File: src/timer_channel_pkg.sv
// Constants, register map and types shared by the timer channel block
`default_nettype none
// Behaviour
// Trigger field picks software, valid edge, both edges or master interrupt start.
// Edge field picks falling, rising, or both edges with start/capture split.
// Mode field picks interval, capture, event, one-count, capture plus one-count.
// Interval and capture: low mode bit set gives interrupt and toggle at start.
// One-count: low mode bit chooses ignore or restart on start while counting.
// Event and capture plus one-count give no start interrupt; latter ignores restarts.
// Interval interrupt period is compare value plus one count clocks.
// Output level register holds four channel levels; upper bits read zero.
// Output enable clear: software writes the level bit and the pin follows.
// Output enable set: timer waveform drives the bit; software writes ignored.
// Invert bits pass or invert each external interrupt input.
// Filter bits enable noise filter when clear, bypass it when set.
// Second external input routes to interrupt with wake, or to timer restart.
// First external input: interrupt with wake, or restart plus forced output stop.
// Count clock select picks operation clock or channel input valid edges.
// Operation clock field maps 00,01,10,11 to prescaler taps 0,2,1,3.
// Interval down counter reloads at zero and pulses interrupt on each reload.
package timer_channel_pkg;
  localparam int ADDR_W = 4;
  localparam int DATA_W = 16;

  // Word addresses of the register file
  localparam logic [ADDR_W-1:0] ADDR_MODE    = 4'h0;
  localparam logic [ADDR_W-1:0] ADDR_COMPARE = 4'h1;
  localparam logic [ADDR_W-1:0] ADDR_LEVEL   = 4'h2;
  localparam logic [ADDR_W-1:0] ADDR_ENABLE  = 4'h3;
  localparam logic [ADDR_W-1:0] ADDR_PFS     = 4'h4;
  localparam logic [ADDR_W-1:0] ADDR_STATUS  = 4'h5;
  localparam logic [ADDR_W-1:0] ADDR_MASK    = 4'h6;
  localparam logic [ADDR_W-1:0] ADDR_CONTROL = 4'h7;
  localparam logic [ADDR_W-1:0] ADDR_COUNTER = 4'h8;

  // channel_mode_config fields
  localparam int CKSEL_HI = 15;
  localparam int CKSEL_LO = 14;
  localparam int CCS_BIT  = 12;
  localparam int TRG_HI   = 10;
  localparam int TRG_LO   = 8;
  localparam int EDG_HI   = 7;
  localparam int EDG_LO   = 6;
  localparam int OPM_HI   = 3;
  localparam int OPM_LO   = 0;
  localparam logic [DATA_W-1:0] MODE_WMASK = 16'hd7cf;

  localparam logic [2:0] TRG_SOFT   = 3'h0;
  localparam logic [2:0] TRG_EDGE   = 3'h1;
  localparam logic [2:0] TRG_BOTH   = 3'h2;
  localparam logic [2:0] TRG_MASTER = 3'h4;

  localparam logic [1:0] EDG_FALL   = 2'h0;
  localparam logic [1:0] EDG_RISE   = 2'h1;
  localparam logic [1:0] EDG_LOW_W  = 2'h2;
  localparam logic [1:0] EDG_HIGH_W = 2'h3;

  localparam logic [2:0] OPM_INTERVAL = 3'h0;
  localparam logic [2:0] OPM_CAPTURE  = 3'h2;
  localparam logic [2:0] OPM_EVENT    = 3'h3;
  localparam logic [2:0] OPM_ONE      = 3'h4;
  localparam logic [2:0] OPM_CAP_ONE  = 3'h6;

  // Output level and enable
  localparam int LEVEL_W  = 4;
  localparam int ENABLE_W = 3;
  localparam int CH_BIT   = 1;

  // peripheral_function_switch fields
  localparam int PFS_W    = 8;
  localparam int INV_B    = 5;
  localparam int INV_A    = 4;
  localparam int NF_OFF_B = 3;
  localparam int NF_OFF_A = 2;
  localparam int RST_B    = 1;
  localparam int RST_A    = 0;

  // Status, mask and control bits
  localparam int ST_W       = 4;
  localparam int ST_TIMER   = 0;
  localparam int ST_CAPTURE = 1;
  localparam int ST_EXT_A   = 2;
  localparam int ST_EXT_B   = 3;
  localparam int CTL_START  = 0;
  localparam int CTL_STOP   = 1;

  // Reset values
  localparam logic [DATA_W-1:0]   MODE_RST    = 16'h0000;
  localparam logic [DATA_W-1:0]   COMPARE_RST = 16'h0000;
  localparam logic [LEVEL_W-1:0]  LEVEL_RST   = 4'h0;
  localparam logic [ENABLE_W-1:0] ENABLE_RST  = 3'h0;
  localparam logic [PFS_W-1:0]    PFS_RST     = 8'h00;
  localparam logic [ST_W-1:0]     STATUS_RST  = 4'h0;
  localparam logic [ST_W-1:0]     MASK_RST    = 4'h0;

  // Noise filter length in clock samples
  localparam int FILTER_LEN_DEF = 3;

  typedef enum logic {CH_IDLE, CH_RUN} ch_state_t;
endpackage : timer_channel_pkg
`default_nettype wire

File: src/irq_path_if.sv
// Interface carrying one external interrupt line through its noise filter
`default_nettype none
interface irq_path_if;
  logic raw;
  logic filter_off;
  logic clean;
  modport filt (input raw, input filter_off, output clean);
  modport src  (output raw, output filter_off, input clean);
endinterface : irq_path_if
`default_nettype wire

File: src/tick_divider.sv
// Clock enable divider producing one pulse every DIV cycles
`default_nettype none
module tick_divider #(
  parameter int unsigned DIV = 1
) (
  input  wire logic clock_i,
  input  wire logic rst_n_i,
  output logic      tick_o
);
  localparam int CW = (DIV > 1) ? $clog2(DIV) : 1;
  localparam logic [CW-1:0] LAST = CW'(DIV - 1);

  logic [CW-1:0] cnt_reg;
  logic          tick_reg;
  wire logic     at_last = (cnt_reg == LAST);

  always_ff @(posedge clock_i or negedge rst_n_i) begin
    if (!rst_n_i) begin
      cnt_reg  <= '0;
      tick_reg <= 1'b0;
    end else begin
      tick_reg <= at_last;
      cnt_reg  <= at_last ? '0 : cnt_reg + 1'b1;
    end
  end

  assign tick_o = tick_reg;
endmodule : tick_divider
`default_nettype wire

File: src/noise_filter.sv
// Majority-free noise filter: level changes after LEN equal samples, or at once when filter_off is set
`default_nettype none
module noise_filter #(
  parameter int unsigned LEN = 3
) (
  input wire logic   clock_i,
  input wire logic   rst_n_i,
  irq_path_if.filt   path
);
  logic [LEN-1:0] hist_reg;
  logic           clean_reg;
  wire logic      all_high = &hist_reg;
  wire logic      all_low  = ~|hist_reg;

  always_ff @(posedge clock_i or negedge rst_n_i) begin
    if (!rst_n_i) begin
      hist_reg  <= '0;
      clean_reg <= 1'b0;
    end else begin
      hist_reg <= {hist_reg[LEN-2:0], path.raw};
      if (path.filter_off) begin
        clean_reg <= path.raw;
      end else if (all_high) begin
        clean_reg <= 1'b1;
      end else if (all_low) begin
        clean_reg <= 1'b0;
      end
    end
  end

  assign path.clean = clean_reg;
endmodule : noise_filter
`default_nettype wire

File: src/timer_channel_mode_output_ctrl.sv
// Timer channel: mode decode, counter, output level control, external interrupt routing
`default_nettype none
module timer_channel_mode_output_ctrl
  import timer_channel_pkg::*;
#(
  parameter int unsigned CK_DIV [4] = '{1, 2, 4, 8},
  parameter int unsigned FILTER_LEN = FILTER_LEN_DEF
) (
  input  wire logic                clock_i,
  input  wire logic                rst_n_i,
  input  wire logic [ADDR_W-1:0]   addr_i,
  input  wire logic [DATA_W-1:0]   wdata_i,
  input  wire logic                wr_i,
  input  wire logic                rd_i,
  output logic      [DATA_W-1:0]   rdata_o,
  input  wire logic                channel_input_pin_i,
  input  wire logic                master_irq_i,
  input  wire logic                ext_irq_a_i,
  input  wire logic                ext_irq_b_i,
  output logic      [LEVEL_W-1:0]  output_pins_o,
  output logic                     channel_timer_irq_o,
  output logic      [1:0]          ext_irq_req_o,
  output logic                     stop_release_o,
  output logic                     forced_stop_o,
  output logic                     irq_o
);
  // Registers
  logic [DATA_W-1:0]   mode_reg;
  logic [DATA_W-1:0]   compare_reg;
  logic [DATA_W-1:0]   compare_next;
  logic [LEVEL_W-1:0]  level_reg;
  logic [LEVEL_W-1:0]  level_next;
  logic [ENABLE_W-1:0] enable_reg;
  logic [PFS_W-1:0]    pfs_reg;
  logic [ST_W-1:0]     status_reg;
  logic [ST_W-1:0]     status_next;
  logic [ST_W-1:0]     mask_reg;
  logic [DATA_W-1:0]   rdata_reg;
  logic [DATA_W-1:0]   rd_val;
  logic                irq_reg;
  logic                timer_irq_reg;
  logic [1:0]          ext_req_reg;
  logic                stop_release_reg;
  logic                forced_stop_reg;

  // Counter state
  ch_state_t           state_reg;
  ch_state_t           state_next;
  logic [DATA_W-1:0]   counter_reg;
  logic [DATA_W-1:0]   counter_next;
  logic                timer_event;
  logic                capture_event;
  logic                toggle;

  // Input sampling
  logic                pin_d_reg;
  logic [1:0]          clean_d_reg;

  // Write decode
  wire logic wr_mode    = wr_i && (addr_i == ADDR_MODE);
  wire logic wr_compare = wr_i && (addr_i == ADDR_COMPARE);
  wire logic wr_level   = wr_i && (addr_i == ADDR_LEVEL);
  wire logic wr_enable  = wr_i && (addr_i == ADDR_ENABLE);
  wire logic wr_pfs     = wr_i && (addr_i == ADDR_PFS);
  wire logic wr_status  = wr_i && (addr_i == ADDR_STATUS);
  wire logic wr_mask    = wr_i && (addr_i == ADDR_MASK);
  wire logic wr_control = wr_i && (addr_i == ADDR_CONTROL);
  wire logic sw_start   = wr_control && wdata_i[CTL_START];
  wire logic sw_stop    = wr_control && wdata_i[CTL_STOP];

  // Mode field decode
  wire logic [1:0] op_clock_sel       = mode_reg[CKSEL_HI:CKSEL_LO];
  wire logic       count_clock_sel    = mode_reg[CCS_BIT];
  wire logic [2:0] trigger_source_sel = mode_reg[TRG_HI:TRG_LO];
  wire logic [1:0] input_edge_sel     = mode_reg[EDG_HI:EDG_LO];
  wire logic [3:0] op_mode_field      = mode_reg[OPM_HI:OPM_LO];
  wire logic [2:0] mode_base          = op_mode_field[3:1];
  wire logic       mode_lsb           = op_mode_field[0];

  wire logic is_interval = (mode_base == OPM_INTERVAL);
  wire logic is_capture  = (mode_base == OPM_CAPTURE);
  wire logic is_event    = (mode_base == OPM_EVENT) && !mode_lsb;
  wire logic is_one      = (mode_base == OPM_ONE);
  wire logic is_cap_one  = (mode_base == OPM_CAP_ONE) && !mode_lsb;
  // Prohibited codes simply keep the channel idle
  wire logic mode_ok     = is_interval | is_capture | is_event | is_one | is_cap_one;
  wire logic down_mode   = is_interval | is_event | is_one;
  wire logic cap_mode    = is_capture | is_cap_one;

  // Start interrupt and toggle only in interval and capture modes
  wire logic start_irq   = (is_interval | is_capture) && mode_lsb;
  // Restart while counting: one-count only with low bit set; capture+one-count never
  wire logic restartable = is_interval | is_capture | is_event | (is_one && mode_lsb);

  // Channel input edges
  wire logic pin_rise = channel_input_pin_i && !pin_d_reg;
  wire logic pin_fall = !channel_input_pin_i && pin_d_reg;
  wire logic valid_edge =
    (input_edge_sel == EDG_FALL) ? pin_fall :
    (input_edge_sel == EDG_RISE) ? pin_rise : (pin_rise | pin_fall);
  wire logic start_edge =
    (input_edge_sel == EDG_LOW_W)  ? pin_fall :
    (input_edge_sel == EDG_HIGH_W) ? pin_rise : valid_edge;
  wire logic capture_edge =
    (input_edge_sel == EDG_LOW_W)  ? pin_rise :
    (input_edge_sel == EDG_HIGH_W) ? pin_fall : valid_edge;

  // Trigger source; prohibited codes act as software-only
  wire logic hw_start =
    (trigger_source_sel == TRG_EDGE)   ? valid_edge :
    (trigger_source_sel == TRG_BOTH)   ? start_edge :
    (trigger_source_sel == TRG_MASTER) ? master_irq_i : 1'b0;
  wire logic hw_capture =
    (trigger_source_sel == TRG_EDGE) ? valid_edge :
    (trigger_source_sel == TRG_BOTH) ? capture_edge : 1'b0;

  // Prescaler taps and count clock
  logic [3:0] ck_tick;
  genvar g;
  generate
    for (g = 0; g < 4; g++) begin : g_tap
      tick_divider #(
        .DIV (CK_DIV[g])
      ) u_div (
        .clock_i (clock_i),
        .rst_n_i (rst_n_i),
        .tick_o  (ck_tick[g])
      );
    end
  endgenerate

  wire logic [1:0] tap_idx    = {op_clock_sel[0], op_clock_sel[1]};
  wire logic       op_tick    = ck_tick[tap_idx];
  wire logic       count_tick = count_clock_sel ? valid_edge : op_tick;

  // External interrupt inputs: invert, filter, route
  irq_path_if path_a ();
  irq_path_if path_b ();

  assign path_a.raw        = ext_irq_a_i ^ pfs_reg[INV_A];
  assign path_b.raw        = ext_irq_b_i ^ pfs_reg[INV_B];
  assign path_a.filter_off = pfs_reg[NF_OFF_A];
  assign path_b.filter_off = pfs_reg[NF_OFF_B];

  noise_filter #(
    .LEN (FILTER_LEN)
  ) u_filt_a (
    .clock_i (clock_i),
    .rst_n_i (rst_n_i),
    .path    (path_a)
  );

  noise_filter #(
    .LEN (FILTER_LEN)
  ) u_filt_b (
    .clock_i (clock_i),
    .rst_n_i (rst_n_i),
    .path    (path_b)
  );

  wire logic [1:0] clean       = {path_b.clean, path_a.clean};
  wire logic [1:0] ext_rise    = clean & ~clean_d_reg;
  wire logic [1:0] restart_sel = {pfs_reg[RST_B], pfs_reg[RST_A]};
  // Routed lines either interrupt and wake, or restart the timer
  wire logic [1:0] ext_req     = ext_rise & ~restart_sel;
  wire logic       ext_restart = |(ext_rise & restart_sel);
  wire logic       start_any   = sw_start | hw_start | ext_restart;

  // Counter state machine
  always_comb begin
    state_next    = state_reg;
    counter_next  = counter_reg;
    timer_event   = 1'b0;
    capture_event = 1'b0;
    toggle        = 1'b0;
    case (state_reg)
      CH_IDLE: begin
        if (start_any && mode_ok) begin
          state_next   = CH_RUN;
          counter_next = down_mode ? compare_reg : '0;
          if (start_irq) begin
            timer_event = 1'b1;
            toggle      = 1'b1;
          end
        end
      end
      CH_RUN: begin
        if (!mode_ok || sw_stop) begin
          state_next = CH_IDLE;
        end else if (cap_mode && hw_capture) begin
          // Capture beats a coincident start on the same edge
          capture_event = 1'b1;
          timer_event   = 1'b1;
          counter_next  = '0;
          if (is_cap_one) begin
            state_next = CH_IDLE;
          end
        end else if (start_any && restartable) begin
          counter_next = down_mode ? compare_reg : '0;
        end else if (count_tick) begin
          if (!down_mode) begin
            counter_next = counter_reg + 1'b1;
          end else if (counter_reg == '0) begin
            timer_event = 1'b1;
            toggle      = 1'b1;
            if (is_one) begin
              state_next = CH_IDLE;
            end else begin
              counter_next = compare_reg;
            end
          end else begin
            counter_next = counter_reg - 1'b1;
          end
        end
      end
      default: begin
        state_next = CH_IDLE;
      end
    endcase
  end

  // Capture overwrites the compare register; hardware wins a coincident write
  assign compare_next = capture_event ? counter_reg :
                        wr_compare    ? wdata_i : compare_reg;

  // Level bits under an enable are closed to software
  wire logic [LEVEL_W-1:0] level_wmask = ~{1'b0, enable_reg};
  wire logic [LEVEL_W-1:0] level_sw =
    (level_reg & ~level_wmask) | (wdata_i[LEVEL_W-1:0] & level_wmask);
  wire logic               ch_toggle = toggle && enable_reg[CH_BIT];

  always_comb begin
    level_next = wr_level ? level_sw : level_reg;
    if (ch_toggle) begin
      level_next[CH_BIT] = ~level_reg[CH_BIT];
    end
  end

  // Sticky status: set wins over write-one-to-clear
  wire logic [ST_W-1:0] status_set =
    {ext_req[1], ext_req[0], capture_event, timer_event};
  wire logic [ST_W-1:0] status_clr = wr_status ? wdata_i[ST_W-1:0] : '0;
  assign status_next = (status_reg & ~status_clr) | status_set;

  // Read selection
  always_comb begin
    case (addr_i)
      ADDR_MODE:    rd_val = mode_reg;
      ADDR_COMPARE: rd_val = compare_reg;
      ADDR_LEVEL:   rd_val = DATA_W'(level_reg);
      ADDR_ENABLE:  rd_val = DATA_W'(enable_reg);
      ADDR_PFS:     rd_val = DATA_W'(pfs_reg);
      ADDR_STATUS:  rd_val = DATA_W'(status_reg);
      ADDR_MASK:    rd_val = DATA_W'(mask_reg);
      ADDR_CONTROL: rd_val = DATA_W'(state_reg == CH_RUN);
      ADDR_COUNTER: rd_val = counter_reg;
      default:      rd_val = '0;
    endcase
  end

  // Register file
  always_ff @(posedge clock_i or negedge rst_n_i) begin
    if (!rst_n_i) begin
      mode_reg    <= MODE_RST;
      compare_reg <= COMPARE_RST;
      level_reg   <= LEVEL_RST;
      enable_reg  <= ENABLE_RST;
      pfs_reg     <= PFS_RST;
      status_reg  <= STATUS_RST;
      mask_reg    <= MASK_RST;
      rdata_reg   <= '0;
    end else begin
      if (wr_mode) begin
        mode_reg <= wdata_i & MODE_WMASK;
      end
      if (wr_enable) begin
        enable_reg <= wdata_i[ENABLE_W-1:0];
      end
      if (wr_pfs) begin
        pfs_reg <= wdata_i[PFS_W-1:0];
      end
      if (wr_mask) begin
        mask_reg <= wdata_i[ST_W-1:0];
      end
      compare_reg <= compare_next;
      level_reg   <= level_next;
      status_reg  <= status_next;
      rdata_reg   <= rd_i ? rd_val : '0;
    end
  end

  // Counter, edge history and outputs
  always_ff @(posedge clock_i or negedge rst_n_i) begin
    if (!rst_n_i) begin
      state_reg        <= CH_IDLE;
      counter_reg      <= '0;
      pin_d_reg        <= 1'b0;
      clean_d_reg      <= 2'b00;
      timer_irq_reg    <= 1'b0;
      ext_req_reg      <= 2'b00;
      stop_release_reg <= 1'b0;
      forced_stop_reg  <= 1'b0;
      irq_reg          <= 1'b0;
    end else begin
      state_reg        <= state_next;
      counter_reg      <= counter_next;
      pin_d_reg        <= channel_input_pin_i;
      clean_d_reg      <= clean;
      timer_irq_reg    <= timer_event;
      ext_req_reg      <= ext_req;
      stop_release_reg <= |ext_req;
      forced_stop_reg  <= restart_sel[0] && clean[0];
      irq_reg          <= |(status_next & mask_reg);
    end
  end

  assign rdata_o             = rdata_reg;
  assign output_pins_o       = level_reg;
  assign channel_timer_irq_o = timer_irq_reg;
  assign ext_irq_req_o       = ext_req_reg;
  assign stop_release_o      = stop_release_reg;
  assign forced_stop_o       = forced_stop_reg;
  assign irq_o               = irq_reg;
endmodule : timer_channel_mode_output_ctrl
`default_nettype wire

File: config.mk
export PLATFORM = sky130hd
export DESIGN_NAME = timer_channel_mode_output_ctrl
export DESIGN_NICKNAME = d
export VERILOG_FILES = /design/src/timer_channel_pkg.sv /design/src/irq_path_if.sv /design/src/tick_divider.sv /design/src/noise_filter.sv /design/src/timer_channel_mode_output_ctrl.sv
export SDC_FILE = /design/constraint.sdc
export NUM_CORES = 1
export LEC_CHECK = 0
export ABC_CLOCK_PERIOD_IN_PS = 8650
export BUFFER_PORTS_ARGS = -buffer_cell sky130_fd_sc_hd__buf_2
export CORE_MARGIN = 10
export CORE_UTILIZATION = 65
export CTS_CLUSTER_DIAMETER = 80
export CTS_CLUSTER_SIZE = 40
export DETAILED_ROUTE_END_ITERATION = 8
export PLACE_DENSITY_LB_ADDON = 0.05
export SLEW_MARGIN = 30
export SYNTH_ARGS = -nofsm -noshare
export SYNTH_HDL_FRONTEND = slang
export SYNTH_SLANG_ARGS = --single-unit
File: constraint.sdc
create_clock -name clock_i -period 8.65 [get_ports clock_i]
set_input_delay 1.73 -clock clock_i [delete_from_list [all_inputs] [get_ports clock_i]]
set_output_delay 1.73 -clock clock_i [all_outputs]
set_load 0.005 [all_outputs]
==> flow_metrics.py <==
metrics = {
    "outcome": {
        "status": "finished clean",
    },
    "cts": {
        "hold_buffers": 0,
        "post_cts_buffers": 0,
        "clock_latency_ps": 390,
        "cts-resized-gates": 0,
        "clkSinkCount": 111,
        "clk_path_buf_depth": 2,
        "htree_levels": 3,
        "clk_pin_slew_ps": 120,
        "clockRootBuffer": "clkbuf_8",
        "numCtsBuffers": 9,
        "cts_tree": "done",
    },
    "synthesis": {
        "async_reset_ff_share_pct": 100.0,
        "synth_xor_area_share_pct": 1.115,
        "synth_cells": 637,
        "synth-main-ff-cell": "dfrtp_1",
        "ys.warnings.count": 0,
        "synth_fa_ha_area_share_pct": 1.593,
        "synth.distinct_cells": 73,
        "synth_compound_area_share_pct": 20.10,
        "avgSynthCellArea_sq_um": 9.862,
        "netlist_area_sq_mm": 0.006282,
        "synth_simple_gate_area_share_pct": 18.40,
        "synth_fp_nets": 673,
        "ys_ff_latch": 111,
        "synth_top_family_by_area": "compound AO/OA/AOI/OAI gates",
        "ys_seq_area_share_pct": 44.21,
        "synth_edf_count": 0,
        "synth.area.mux_share_pct": 10.77,
    },
    "detailed_routing": {
        "ant_nets": 0,
        "vias_per_cell": 6.801,
        "drt-initial-drc-count": 686,
        "routedWlPerCell_um": 21.50,
        "drt_first_pass_iters": 6,
        "vias": 5386,
        "wl_um": 17030,
        "drc": 0,
    },
    "pwr": {
        "leakage_uw": 0.003008,
        "vdd_drop_max_mv": 0.2078,
        "p_per_area_mw_per_mm2": 282.6,
    },
    "sta": {
        "fmax_mhz": 248.3,
        "setup_violations": 0,
        "worst_pin_slew_ps": 883.1,
        "fin_crit_sh_pct": 46.56,
        "finalHoldViolations": 0,
        "tns_ps": 0,
        "fin_skew_ps": 22.59,
        "holdWs_ps": 388.8,
        "layout_min_cycle_time_ps": 4027,
        "rsz0062_at_grt": "no",
        "slew_headroom_pct": 40.99,
        "drv_slew": 0,
    },
    "worst_hold_path": {
        "worstHoldPathType": "flop to flop",
        "holdPathStages": 0,
    },
    "worst_setup_path": {
        "worstPathArrival_ps": 4370,
        "reg2reg_from": "counter_reg[0]",
        "critical_path.startpoint_type": "input port",
        "crit_path_start": "channel_input_pin_i",
        "crit_path_end_kind": "flop",
        "r2r_cells": 9,
        "rr_endpoint": "counter_reg[5]",
        "required_ps": 8990,
        "reg2reg_slack_ps": 5100,
        "crit_type": "input port to flop",
        "path_max_fanout": 23,
        "endpoint": "irq_o",
    },
    "finish": {
        "nets": 694,
        "regArea_sq_mm": 0.002778,
        "multiInputGateArea_sq_mm": 0.003289,
        "instances_no_fill": 792,
        "antennaDiodeCount": 0,
        "drive_above_1_share_pct": 19.76,
        "syn2layout_area_growth_pct": 7.927,
        "fillers": 715,
    },
    "global_routing": {
        "first_global_vias": 5357,
        "grt_start_max_net_pins": 80,
        "antenna_found_initial": 0,
        "grt_use_total_pct": 24.13,
        "gr-total-overflow": 0,
        "grt_pass1_wl_um": 28120,
    },
    "place": {
        "io_buffer_count": 53,
        "place_inst": 776,
        "place_congestion": 0.9465,
        "dpl.hpwl_um": 11800,
    },
    "floorplan": {
        "fp.coreArea_sq_mm": 0.009328,
        "initial_utilization_pct": 67.35,
        "die_area_sq_mm": 0.01400,
        "die_w_um": 118.3,
        "die-height_um": 118.3,
        "ios": 54,
        "row_count": 35,
    },
    "flow_run": {
        "maxCapViolCount": 0,
    },
}
[metrics by stage]
step | setup WS (ps) | power, uW | instance area, sq um | util [%]
3_3_place_gp | 4030 | 1561 | 6576 | 70.50
4_1_cts | 4523 | 1899 | 6773 | 72.61
5_1_grt | 4415 | 2041 | 6780 | 72.69
2_1_floorplan | 4769 | 1371 | 6282 | -
3_5_place_dp | 4173 | 1593 | 6583 | 70.57
6_report | 4623 | 1916 | 6780 | 72.69
[where the power goes]
part	leakage (uW)	switching [uW]	internal [uW]
registers	0.00139	219	658
logic	0.00153	412	321
clock network	0.0000965	192	113
[placed cells by master, fill, tap and decap left out, types with 9 or more instances in the layout]
cell | netlist | final
nor4_1 | 9 | 9
dfrtp_1 | 111 | 111
and3_1 | 9 | 9
nor2_1 | 55 | 55
nand3_1 | 20 | 20
nand2_1 | 36 | 35
a21oi_1 | 35 | 35
a31oi_1 | 11 | 11
buf_2 | 7 | 52
o31ai_1 | 9 | 9
mux2i_1 | 26 | 26
mux2_2 | 33 | 33
clkbuf_8 | 0 | 9
o22ai_1 | 11 | 11
and2_1 | 11 | 10
a22oi_1 | 21 | 21
nor3_1 | 18 | 16
o21ai_0 | 25 | 25
[metal layers]
metal  routed length, um  track usage [%]  part of all wire, %  vias up
met1                7137            31.19                   42     2678
met5                   0                0                    0        -
met2                8238            38.25                   48      224
met4                 307            8.810                  1.8        0
li1                    -                -                    -     2451
met3                1344            6.235                  7.9       33
[worst min path at each step]
stage | from | endpoint | slack (ps)
2_1_floorplan | g_tap[1].u_div.at_last | g_tap[1].u_div.tick_o | 350
3_3_place_gp | g_tap[1].u_div.at_last | g_tap[1].u_div.tick_o | 360
3_5_place_dp | g_tap[1].u_div.at_last | g_tap[1].u_div.tick_o | 370
4_1_cts | g_tap[1].u_div.at_last | g_tap[1].u_div.tick_o | 390
5_1_grt | g_tap[1].u_div.at_last | g_tap[1].u_div.tick_o | 410
6_report | g_tap[1].u_div.at_last | g_tap[1].u_div.tick_o | 390
[Yosys cell counts, types with 6 or more instances]
cell	n	share of area (%)
a21oi_1	35	2.8
a222oi_1	6	0.96
a22oi_1	21	2.5
a31oi_1	11	1.1
and2_1	11	1.1
and3_1	9	0.90
buf_2	7	0.56
clkbuf_1	40	2.4
dfrtp_1	111	44
ha_1	8	1.6
inv_1	8	0.48
mux2_2	33	5.9
mux2i_1	26	4.1
nand2_1	36	2.2
nand3_1	20	1.6
nand3b_1	7	0.84
nand4_1	7	0.70
nor2_1	55	3.3
nor3_1	18	1.4
nor3b_1	6	0.72
nor4_1	9	0.90
o21ai_0	25	2.0
o22ai_1	11	1.1
o31ai_1	9	1.1
[critical path, cell delays in order]
cell	delay [ps]
buf_2	100
inv_1	50
ha_1	280
nand2_1	110
o2111ai_1	200
a2111oi_4	750
nand2_1	490
buf_4	370
nand4_1	130
a221o_1	150
[cell families after synthesis]
| kind of cell | count (synthesis) |
|---|---|
| AND/OR/NAND/NOR | 214 |
| multiplexers | 61 |
| adder cells (fa/ha/maj) | 8 |
| other | 1 |
| XOR/XNOR | 8 |
| flip-flops | 111 |
| AO/OA/AOI/OAI | 175 |
| buffers and inverters | 59 |
[final cells by class]
class / count / share of cell area [%]
clock inverter: 6 / 0.9227
timing repair buffer: 61 / 4.890
sequential: 111 / 40.97
multi-input combinational: 467 / 48.51
clock buffer: 10 / 1.882
inverter: 8 / 0.4429
tap: 129 / 2.381
No activity file was read; power rests on OpenSTA's default activity.
